<file path="config.mk">
export PLATFORM = sky130hd
export DESIGN_NAME = csic_top
export DESIGN_NICKNAME = d
export VERILOG_FILES = /design/src/csic_pkg.sv /design/src/csic_top.sv /design/src/csic_i2c_wr.sv
export VERILOG_INCLUDE_DIRS = /design/src
export SDC_FILE = /design/constraint.sdc
export NUM_CORES = 1
export LEC_CHECK = 0
export BUFFER_PORTS_ARGS = -buffer_cell sky130_fd_sc_hd__buf_2
export CAP_MARGIN = 20
export CELL_PAD_IN_SITES_DETAIL_PLACEMENT = 0
export CELL_PAD_IN_SITES_GLOBAL_PLACEMENT = 2
export CORE_MARGIN = 2
export CORE_UTILIZATION = 39
export CTS_BUF_LIST = sky130_fd_sc_hd__clkbuf_2 sky130_fd_sc_hd__clkbuf_4 sky130_fd_sc_hd__clkbuf_8
export CTS_CLUSTER_DIAMETER = 50
export DETAILED_ROUTE_END_ITERATION = 7
export GPL_TIMING_DRIVEN = 0
export PLACE_DENSITY_LB_ADDON = 0.1
export SYNTH_ARGS = -nofsm -noshare
export SYNTH_HDL_FRONTEND = slang
export SYNTH_HIERARCHICAL = 1
export SYNTH_SLANG_ARGS = --single-unit
</file>
<file path="constraint.sdc">
create_clock -name clk_in -period 4.75 [get_ports clk_in]
set_input_delay 0.475 -clock clk_in [delete_from_list [all_inputs] [get_ports clk_in]]
set_output_delay 0.475 -clock clk_in [all_outputs]
set_load 0.02 [all_outputs]
</file>
<file path="src/csic_regs.svh">
// offsets, field positions, reset values and timing counts of the
// clock synthesizer configurator; assumes a 10 MHz system clock
`ifndef CSIC_REGS_SVH
`define CSIC_REGS_SVH
// apb register byte offsets
`define CSIC_OFS_CTRL 8'h00
`define CSIC_OFS_STATUS 8'h04
// control register fields
`define CSIC_CTRL_START_BIT 0
`define CSIC_CTRL_SRC_BIT 1
`define CSIC_CTRL_SEL_LSB 4
`define CSIC_CTRL_SEL_MSB 19
`define CSIC_CTRL_RESET 32'h0000_0000
// status register fields
`define CSIC_STAT_DONE_BIT 0
`define CSIC_STAT_BUSY_BIT 1
`define CSIC_STAT_NACK_BIT 2
`define CSIC_STAT_STEP_LSB 8
// timing
`define CSIC_CLK_PERIOD_NS 100
`define CSIC_I2C_QUARTER_NS 2500
`define CSIC_QUARTER_CYC ((`CSIC_I2C_QUARTER_NS + `CSIC_CLK_PERIOD_NS - 1) / `CSIC_CLK_PERIOD_NS)
// synthesizer bus address and write table
`define CSIC_DEV_ADDR 7'h74
`define CSIC_LAST_STEP 4'h6
`define CSIC_REG_PREAMBLE 8'h10
`define CSIC_DAT_PREAMBLE 8'h01
`define CSIC_REG_CH_BASE 8'h20
`define CSIC_REG_UPDATE 8'h30
`define CSIC_DAT_UPDATE 8'h01
`define CSIC_REG_OUT_EN 8'h31
`define CSIC_DAT_OUT_EN 8'h0f
// transceiver divider codes: 644.53125, 322.265625, 250, 125, 100 MHz
`define CSIC_XDIV0 8'h01
`define CSIC_XDIV1 8'h02
`define CSIC_XDIV2 8'h03
`define CSIC_XDIV3 8'h04
`define CSIC_XDIV4 8'h05
// memory divider codes: 300, 275, 266.667, 233.333, 166.667 MHz
`define CSIC_MDIV0 8'h11
`define CSIC_MDIV1 8'h12
`define CSIC_MDIV2 8'h13
`define CSIC_MDIV3 8'h14
`define CSIC_MDIV4 8'h15
`endif

</file>
<file path="src/csic_pkg.sv">
// types shared by the configurator top and its serial write engine
// assumes nothing of its surroundings
package csic_pkg;
  typedef enum logic [1:0] {T_IDLE, T_SEND, T_WAIT} csic_top_state_t;
  typedef enum logic [1:0] {E_IDLE, E_START, E_BITS, E_STOP} csic_eng_state_t;
endpackage : csic_pkg

</file>
<file path="src/csic_top.sv">
// configurator top: apb registers, trigger edge detect, write table sequencer
// assumes a 10 MHz clk_in, pins from outside the clock domain, pulled-up data line
//
// Added by the designer: the placing of the registers and the APB interface to the registers.
`timescale 1ns/1ps
`include "csic_regs.svh"
module csic_top
  import csic_pkg::*;
#(
  parameter logic [6:0] DEV_ADDR = `CSIC_DEV_ADDR
)(
  input wire logic clk_in,
  input wire logic rstn_in,
  input wire logic config_trigger_in,
  input wire logic [3:0] transceiver_freq_sel_a_in,
  input wire logic [3:0] transceiver_freq_sel_b_in,
  input wire logic [3:0] memory_freq_sel_a_in,
  input wire logic [3:0] memory_freq_sel_b_in,
  output logic programming_complete_out,
  output logic scl_out,
  input wire logic sda_in,
  output logic sda_out,
  output logic sda_oe_n_out,
  input wire logic psel_in,
  input wire logic penable_in,
  input wire logic pwrite_in,
  input wire logic [7:0] paddr_in,
  input wire logic [31:0] pwdata_in,
  output logic [31:0] prdata_out,
  output logic pready_out,
  output logic pslverr_out
);
  // -----------------------------
  // table lookup functions
  // -----------------------------
  function automatic logic [7:0] xcvr_div(input logic [3:0] code);
    unique case (code)
      4'h1: xcvr_div = `CSIC_XDIV1;
      4'h2: xcvr_div = `CSIC_XDIV2;
      4'h3: xcvr_div = `CSIC_XDIV3;
      4'h4: xcvr_div = `CSIC_XDIV4;
      default: xcvr_div = `CSIC_XDIV0;  // unlisted codes fall back to code 0
    endcase
  endfunction : xcvr_div
  function automatic logic [7:0] mem_div(input logic [3:0] code);
    unique case (code)
      4'h1: mem_div = `CSIC_MDIV1;
      4'h2: mem_div = `CSIC_MDIV2;
      4'h3: mem_div = `CSIC_MDIV3;
      4'h4: mem_div = `CSIC_MDIV4;
      default: mem_div = `CSIC_MDIV0;
    endcase
  endfunction : mem_div
  // -----------------------------
  // synchronisers
  // -----------------------------
  logic trig_s1_r, trig_s2_r, trig_d_r;
  logic [15:0] sel_s1_r, sel_s2_r;     // {mem b, mem a, xcvr b, xcvr a}
  logic sda_s1_r, sda_s2_r;
  always_ff @(posedge clk_in or negedge rstn_in)
    if (!rstn_in)
    begin
      {trig_s1_r, trig_s2_r, trig_d_r, sda_s1_r, sda_s2_r} <= 5'h03;
      {sel_s1_r, sel_s2_r} <= 32'h0000_0000;
    end
    else
    begin
      {trig_s1_r, trig_s2_r, trig_d_r} <= {config_trigger_in, trig_s1_r, trig_s2_r};
      {sda_s1_r, sda_s2_r} <= {sda_in, sda_s1_r};
      sel_s1_r <= {memory_freq_sel_b_in, memory_freq_sel_a_in, transceiver_freq_sel_b_in, transceiver_freq_sel_a_in};
      sel_s2_r <= sel_s1_r;
    end
  // -----------------------------
  // apb slave
  // -----------------------------
  logic [31:0] ctrl_r;                 // software control
  logic sw_prev_r;                     // last software start level
  logic [31:0] prdata_r;
  logic pready_r, pslverr_r;
  logic done_r, nack_err_r;
  logic [3:0] step_r;
  csic_top_state_t st_r;
  wire setup = psel_in && !penable_in;
  wire hit_ctrl = (paddr_in == `CSIC_OFS_CTRL);
  wire hit_stat = (paddr_in == `CSIC_OFS_STATUS);
  wire wr_ctrl = psel_in && penable_in && pready_r && pwrite_in && hit_ctrl;
  wire [31:0] stat_word = {20'h00000, step_r, 5'h00, nack_err_r, st_r != T_IDLE, done_r};
  wire [31:0] rd_mux = hit_ctrl ? ctrl_r : hit_stat ? stat_word : 32'h0000_0000;
  // one access cycle, read data captured in setup
  always_ff @(posedge clk_in or negedge rstn_in)
    if (!rstn_in)
    begin
      pready_r <= 1'b0;
      pslverr_r <= 1'b0;
      prdata_r <= 32'h0000_0000;
    end
    else
    begin
      pready_r <= setup;
      pslverr_r <= setup && !(hit_ctrl || (hit_stat && !pwrite_in));  // unmapped or read-only
      prdata_r <= (setup && !pwrite_in) ? rd_mux : 32'h0000_0000;
    end
  // control register write; status is read-only
  always_ff @(posedge clk_in or negedge rstn_in)
    if (!rstn_in)
      ctrl_r <= `CSIC_CTRL_RESET;
    else if (wr_ctrl)
      ctrl_r <= pwdata_in & 32'h000f_fff3;
  // -----------------------------
  // trigger and select source
  // -----------------------------
  wire trig_evt = (trig_s2_r && !trig_d_r) || (ctrl_r[`CSIC_CTRL_START_BIT] && !sw_prev_r);
  wire [15:0] sel_eff = ctrl_r[`CSIC_CTRL_SRC_BIT] ? ctrl_r[`CSIC_CTRL_SEL_MSB:`CSIC_CTRL_SEL_LSB] : sel_s2_r;
  logic pending_r;                     // edge seen during a run
  wire start_run = (st_r == T_IDLE) && (trig_evt || pending_r);
  wire pending_nxt = (trig_evt && st_r != T_IDLE) || (pending_r && !start_run);  // set wins
  always_ff @(posedge clk_in or negedge rstn_in)
    if (!rstn_in)
      {sw_prev_r, pending_r} <= 2'b00;
    else
      {sw_prev_r, pending_r} <= {ctrl_r[`CSIC_CTRL_START_BIT], pending_nxt};
  // -----------------------------
  // write table sequencer
  // -----------------------------
  logic [15:0] snap_r;                 // selects frozen for the run
  logic go_r;
  logic [15:0] entry_r;                // {register, data}
  logic eng_done, eng_nack;
  wire [3:0] xa = snap_r[3:0];
  wire [3:0] xb = snap_r[7:4];
  wire [3:0] ma = snap_r[11:8];
  wire [3:0] mb = snap_r[15:12];
  wire [7:0] ch_reg = `CSIC_REG_CH_BASE + {4'h0, step_r - 4'h1};
  wire [7:0] ch_dat = (step_r == 4'h1) ? xcvr_div(xa) :
                      (step_r == 4'h2) ? xcvr_div(xb) :
                      (step_r == 4'h3) ? mem_div(ma) : mem_div(mb);
  wire [15:0] entry_nxt = (step_r == 4'h0) ? {`CSIC_REG_PREAMBLE, `CSIC_DAT_PREAMBLE} :
                          (step_r == 4'h5) ? {`CSIC_REG_UPDATE, `CSIC_DAT_UPDATE} :
                          (step_r == 4'h6) ? {`CSIC_REG_OUT_EN, `CSIC_DAT_OUT_EN} : {ch_reg, ch_dat};
  // run control; asynchronous low reset clears everything
  always_ff @(posedge clk_in or negedge rstn_in)
  begin
    if (!rstn_in)
    begin
      st_r <= T_IDLE;
      step_r <= 4'h0;
      snap_r <= 16'h0000;
      go_r <= 1'b0;
      entry_r <= 16'h0000;
      done_r <= 1'b0;
      nack_err_r <= 1'b0;
    end
    else
    begin
      go_r <= 1'b0;
      unique case (st_r)
        T_IDLE:
          if (start_run)
          begin
            snap_r <= sel_eff;
            step_r <= 4'h0;
            done_r <= 1'b0;
            nack_err_r <= 1'b0;
            st_r <= T_SEND;
          end
        T_SEND:
        begin
          entry_r <= entry_nxt;
          go_r <= 1'b1;
          st_r <= T_WAIT;
        end
        T_WAIT:
          if (eng_done)
          begin
            if (eng_nack)
            begin
              nack_err_r <= 1'b1;    // abort, done stays low
              st_r <= T_IDLE;
            end
            else if (step_r == `CSIC_LAST_STEP)
            begin
              done_r <= 1'b1;
              st_r <= T_IDLE;
            end
            else
            begin
              step_r <= step_r + 4'h1;
              st_r <= T_SEND;
            end
          end
        default: st_r <= T_IDLE;
      endcase
    end
  end
  // serial engine: clock out, data open drain
  csic_i2c_wr #(.DEV_ADDR(DEV_ADDR)) u_wr (
    .clk_in(clk_in),
    .rstn_in(rstn_in),
    .go_in(go_r),
    .reg_in(entry_r[15:8]),
    .data_in(entry_r[7:0]),
    .sda_in(sda_s2_r),
    .scl_out(scl_out),
    .sda_out(sda_out),
    .sda_oe_n_out(sda_oe_n_out),
    .done_out(eng_done),
    .nack_out(eng_nack)
  );
  assign programming_complete_out = done_r;
  assign prdata_out = prdata_r;
  assign pready_out = pready_r;
  assign pslverr_out = pslverr_r;
endmodule : csic_top

</file>
<file path="src/csic_i2c_wr.sv">
// serial write engine: start, address byte, register byte, data byte, stop
// assumes sda_in is already synchronised to clk_in and the line is pulled up
`timescale 1ns/1ps
`include "csic_regs.svh"
module csic_i2c_wr
  import csic_pkg::*;
#(
  parameter logic [7:0] QUARTER_CYC = 8'(`CSIC_QUARTER_CYC),
  parameter logic [6:0] DEV_ADDR = `CSIC_DEV_ADDR
)(
  input wire logic clk_in,
  input wire logic rstn_in,
  input wire logic go_in,            // one-cycle request
  input wire logic [7:0] reg_in,     // synthesizer register
  input wire logic [7:0] data_in,    // value to write
  input wire logic sda_in,           // synchronised line level
  output logic scl_out,
  output logic sda_out,
  output logic sda_oe_n_out,         // low while pulling the line low
  output logic done_out,             // one-cycle pulse at end
  output logic nack_out              // valid with done_out
);
  // -----------------------------
  // state
  // -----------------------------
  csic_eng_state_t st_r;
  logic [7:0] qcnt_r;                // quarter-period counter
  logic [1:0] ph_r;                  // quarter phase within a bit
  logic [3:0] bit_r;                 // 0..7 data, 8 ack
  logic [1:0] byte_r;                // 0 address, 1 register, 2 data
  logic [7:0] reg_r;
  logic [7:0] dat_r;
  logic nack_r;
  logic done_r;
  logic scl_r;
  logic oe_n_r;
  // -----------------------------
  // decode
  // -----------------------------
  wire tick = (st_r != E_IDLE) && (qcnt_r == QUARTER_CYC - 8'h01);
  wire [7:0] cur_byte = (byte_r == 2'h0) ? {DEV_ADDR, 1'b0} : (byte_r == 2'h1) ? reg_r : dat_r;
  wire cur_bit = cur_byte[3'(4'h7 - bit_r)];
  wire ack_slot = (bit_r == 4'h8);
  // quarter counter runs only during a transfer
  always_ff @(posedge clk_in or negedge rstn_in)
    if (!rstn_in)
      qcnt_r <= 8'h00;
    else
      qcnt_r <= (tick || st_r == E_IDLE) ? 8'h00 : qcnt_r + 8'h01;
  // sequencer
  always_ff @(posedge clk_in or negedge rstn_in)
  begin
    if (!rstn_in)
    begin
      st_r <= E_IDLE;
      ph_r <= 2'h0;
      bit_r <= 4'h0;
      byte_r <= 2'h0;
      reg_r <= 8'h00;
      dat_r <= 8'h00;
      nack_r <= 1'b0;
      done_r <= 1'b0;
      scl_r <= 1'b1;
      oe_n_r <= 1'b1;
    end
    else
    begin
      done_r <= 1'b0;
      if (st_r == E_IDLE)
      begin
        scl_r <= 1'b1;
        oe_n_r <= 1'b1;
        if (go_in)
        begin
          // capture the pair and begin with a start condition
          reg_r <= reg_in;
          dat_r <= data_in;
          nack_r <= 1'b0;
          ph_r <= 2'h0;
          st_r <= E_START;
        end
      end
      else if (tick)
      begin
        ph_r <= ph_r + 2'h1;
        unique case (st_r)
          E_START:
          begin
            // data falls while clock is high, then clock falls
            if (ph_r == 2'h1) oe_n_r <= 1'b0;
            if (ph_r == 2'h2) scl_r <= 1'b0;
            if (ph_r == 2'h3)
            begin
              bit_r <= 4'h0;
              byte_r <= 2'h0;
              st_r <= E_BITS;
            end
          end
          E_BITS:
          begin
            if (ph_r == 2'h0) oe_n_r <= ack_slot ? 1'b1 : cur_bit;  // release to listen
            if (ph_r == 2'h1) scl_r <= 1'b1;
            if (ph_r == 2'h2 && ack_slot) nack_r <= sda_in;        // response sampled
            if (ph_r == 2'h3)
            begin
              scl_r <= 1'b0;
              if (!ack_slot)
                bit_r <= bit_r + 4'h1;
              else if (nack_r || byte_r == 2'h2)
                st_r <= E_STOP;
              else
              begin
                bit_r <= 4'h0;
                byte_r <= byte_r + 2'h1;
              end
            end
          end
          E_STOP:
          begin
            // data rises while clock is high
            if (ph_r == 2'h0) oe_n_r <= 1'b0;
            if (ph_r == 2'h1) scl_r <= 1'b1;
            if (ph_r == 2'h2) oe_n_r <= 1'b1;
            if (ph_r == 2'h3)
            begin
              done_r <= 1'b1;
              st_r <= E_IDLE;
            end
          end
          default: st_r <= E_IDLE;
        endcase
      end
    end
  end
  // open drain: only ever pull low
  always_ff @(posedge clk_in or negedge rstn_in)
    if (!rstn_in)
      sda_out <= 1'b0;
    else
      sda_out <= 1'b0;
  assign scl_out = scl_r;
  assign sda_oe_n_out = oe_n_r;
  assign done_out = done_r;
  assign nack_out = nack_r;
endmodule : csic_i2c_wr

</file>
==> metrics.md <==
| Metric | Value |
|---|---|
| Status | `completed` |
| Highest fanout seen on the critical path | `10` |
| Arrival @ worst endpoint | `2.81 ns` |
| Worst setup path start | `u_wr/st_r[1]$_DFFE_PN0P_` |
| Post-cts gate resize count | `0` |
| RSZ-0062 raised after global routing | `no` |
| Vias in the first global route | `4414` |
| Sequential element share of the synthesized area | `57.0%` |
| Cell count after placement | `863` |
| Core utilization of the finished layout | `46.8%` |
| Worst skew pair latency | `0.44 ns` |
| Drc violations | `0` |
| Synth Area per Inst | `12.1 um2` |
| Post-synthesis cell type with the largest combined area | `dfrtp_1` |
| Clock tree root driver cell | `clkbuf_8` |
| Finish-stage setup viols | `0` |
| IO Port Bufs | `72` |
| Via count | `4353` |
| Count of placed standard cells in the final layout, fillers left out | `895` |
| DRC marker count from the first detailed-route iteration | `189` |
| Wire length of the first global-routing pass | `22600 um` |
| Worst Min Path Start | `memory_freq_sel_a_in[0]` |
| Maximum number of pins on one net before global-route repair | `97` |
| Initial Utilization | `40.1%` |
| Critical path endpoint | `u_wr/reg_r[0]$_DFFE_PN0P_` |
| Clk buf depth | `2` |
| #FFs+latches synth | `152` |
| Least-Margin Pin Slew | `0.931 ns` |
| Total power draw | `3.54 mW` |
| Number of enable-type register cells in the synthesized netlist | `0` |
| Number of detailed-routing iterations run before antenna repair | `4` |
| Leakage component of the power | `3.65 nW` |
| Share of synthesized registers carrying an async set or reset | `100%` |
| H-tree levels | `4` |
| Final count of hold timing violations | `0` |
| Worst slack after detailed placement | `2.21 ns` |
| Least setup slack across all paths after layout | `2.27 ns` |
| Hold_ws | `0.130 ns` |
| Max-cap violations | `0` |
| Flip-flop cell with the highest count after synthesis | `dfrtp_1` |
| Clk_skew | `0.0139 ns` |
| Cell Rows | `47` |
| Depth of the worst hold-timing path | `1` |
| Share of layout cells above drive strength 1 | `27.1%` |
| Hold buffer count at CTS | `1` |
| Synthesis-to-finish area growth | `16.7%` |
| Die footprint | `0.0182 mm2` |
| Syn Std Cell Area | `0.00668 mm2` |
| Most frequent cells in the layout | `dfrtp_1, buf_2, nand2_1` |
| CTS clock-pin slew for the worst setup and hold paths | `0.09 ns` |
| Synthesized instance count | `553` |
| Boundary Pins | `101` |
| Core Box Area | `0.0166 mm2` |
| CTS tree | `built` |
| Height of the die | `135 um` |
| Share of the cycle needed by the critical path after routing | `52.2%` |
| Final instance area | `0.00779 mm2` |
| Post-CTS setup buffer count | `0` |
| Worst ir drop on vdd | `0.294 mV` |
| Power density over cell area | `454 mW/mm2` |
| Total CTS buffers | `17` |
| Estimated wirelength of the detail-placed design | `10100 um` |
| GRT Total Usage | `16.1%` |
| Final Max Slew Viols | `0` |
| Type of the worst min-delay path | `in -> reg` |
| Area of placed instances | `0.00741 mm2` |
| Die X-Extent | `135 um` |
| Commonest non-fill, non-tap cell in the layout | `dfrtp_1` |
| Reg-to-Reg End | `u_wr/reg_r[0]$_DFFE_PN0P_` |
| Worst setup path category | `reg -> reg` |
| Number of nets in the final layout | `747` |
| Share of the synthesized area in the top cell type | `55.4%` |
| Minimum setup slack among reg-to-reg paths | `2.27 ns` |
| Worst reg2reg path startpoint | `u_wr/st_r[1]$_DFFE_PN0P_` |
| Routed Antenna Nets | `0` |
| Detail-routed via count per cell | `4.86` |
| Area contributors post-synth | `dfrtp_1, mux2_2, ha_1` |
| Maximum clock rate | `0.403 GHz` |
| Worst Path Required | `5.08 ns` |
| Post-layout min period | `2.48 ns` |
| Count of synthesis-stage warnings from yosys | `6` |
| Aggregate negative setup slack | `0 ns` |
| Routed len/inst | `15.4 um` |
| Gp weighted congestion | `0.773` |
| Number of antenna diodes | `0` |
| Setup crit end kind | `flop` |
| Type of element launching the critical path | `flop` |
| Routed WL | `13800 um` |
| Clock sink count | `152` |
| Antenna violations before repair | `0` |
| Max_slew headroom | `37.4%` |
| Aggregate global routing overflow | `0` |
| Number of cells on the worst reg-to-reg path | `6` |
| Post-synthesis cell type count | `69` |
[power by group]
part	switching [mW]	internal, mW
Combinational	0.483	0.389
Sequential	0.198	1.53
Clock	0.516	0.426
[cells by family (layout without fill, tap and decap cells)]
group | after synthesis | count (layout) | synth area share, %
adders and majority gates | 21 | 21 | 3.93
muxes | 64 | 64 | 11.2
other | 2 | 19 | 0.112
buffers and inverters | 59 | 164 | 4.51
DFF | 152 | 152 | 57.0
and+or+nand+nor | 149 | 149 | 12.3
AOI/OAI and AO/OA | 95 | 95 | 9.48
xor gates and xnor gates | 11 | 11 | 1.44
[worst min path at each step]
stage               slack (ns)                      to
floorplan                 0.18   ctrl_r[0]$_DFFE_PN0P_
global placement          0.33  sel_s2_r[12]$_DFF_PN0_
detailed placement        0.33  sel_s2_r[14]$_DFF_PN0_
CTS                        0.1   sel_s1_r[9]$_DFF_PN0_
global route              0.09   sel_s1_r[3]$_DFF_PN0_
finish                    0.13   sel_s1_r[8]$_DFF_PN0_
[final cells by class]
class | count | area, um2
Buffer | 34 | 208
Clock buffer | 17 | 234
Clock inverter | 14 | 136
Fill cell | 1551 | 8850
Inverter | 25 | 93.8
Multi-Input combinational cell | 359 | 2630
Sequential cell | 152 | 3810
Tap cell | 220 | 275
Timing Repair Buffer | 74 | 404
[synthesized netlist by cell type (3+ instances only)]
| cell type | n |
|---|---|
| a21oi_1 | 12 |
| a22o_1 | 9 |
| nand2b_1 | 7 |
| nand2_1 | 47 |
| nor2_1 | 29 |
| xor2_1 | 6 |
| nand3_1 | 5 |
| nor2b_1 | 4 |
| dfrtp_1 | 148 |
| buf_4 | 14 |
| o31ai_1 | 8 |
| xnor2_1 | 5 |
| nor3_1 | 5 |
| o21ai_0 | 32 |
| mux2_2 | 28 |
| mux2i_1 | 24 |
| a31oi_1 | 3 |
| dfstp_2 | 4 |
| or3b_2 | 4 |
| and2_1 | 14 |
| inv_1 | 25 |
| mux2_4 | 10 |
| nor4_1 | 4 |
| clkbuf_1 | 13 |
| o21a_1 | 4 |
| ha_1 | 21 |
| nand4_1 | 4 |
| nand3b_1 | 5 |
| o22ai_1 | 5 |
[worst max-delay path, cell delays in order, from the launching register on]
cell and delay [ns]:
dfrtp_1 0.50, inv_1 0.10, ha_1 0.19, clkbuf_1 0.23
nand2_1 0.45, clkbuf_1 0.50, mux2_2 0.40
[sequential cells by signal, summed over array words and instances (netlist names), 2 cells and up]
signal and count:
prdata_out 19, ctrl_r 18, sel_s1_r 16, sel_s2_r 16, snap_r 16, entry_r 11
u_wr/dat_r 8, u_wr/qcnt_r 8, u_wr/reg_r 8, step_r 4, u_wr/bit_r 4, st_r 2
u_wr/byte_r 2, u_wr/ph_r 2, u_wr/st_r 2
[routing by layer]
metal / global-route usage (%) / vias to the layer above / wire [um]
met3: 4.05 / 14 / 421
met2: 27.9 / 71 / 7160
met4: 5.20 / 0 / 202
met5: 0 / - / 0
met1: 19.6 / 2141 / 6000
li1: - / 2127 / -
No activity file was read; power rests on OpenSTA's default activity.
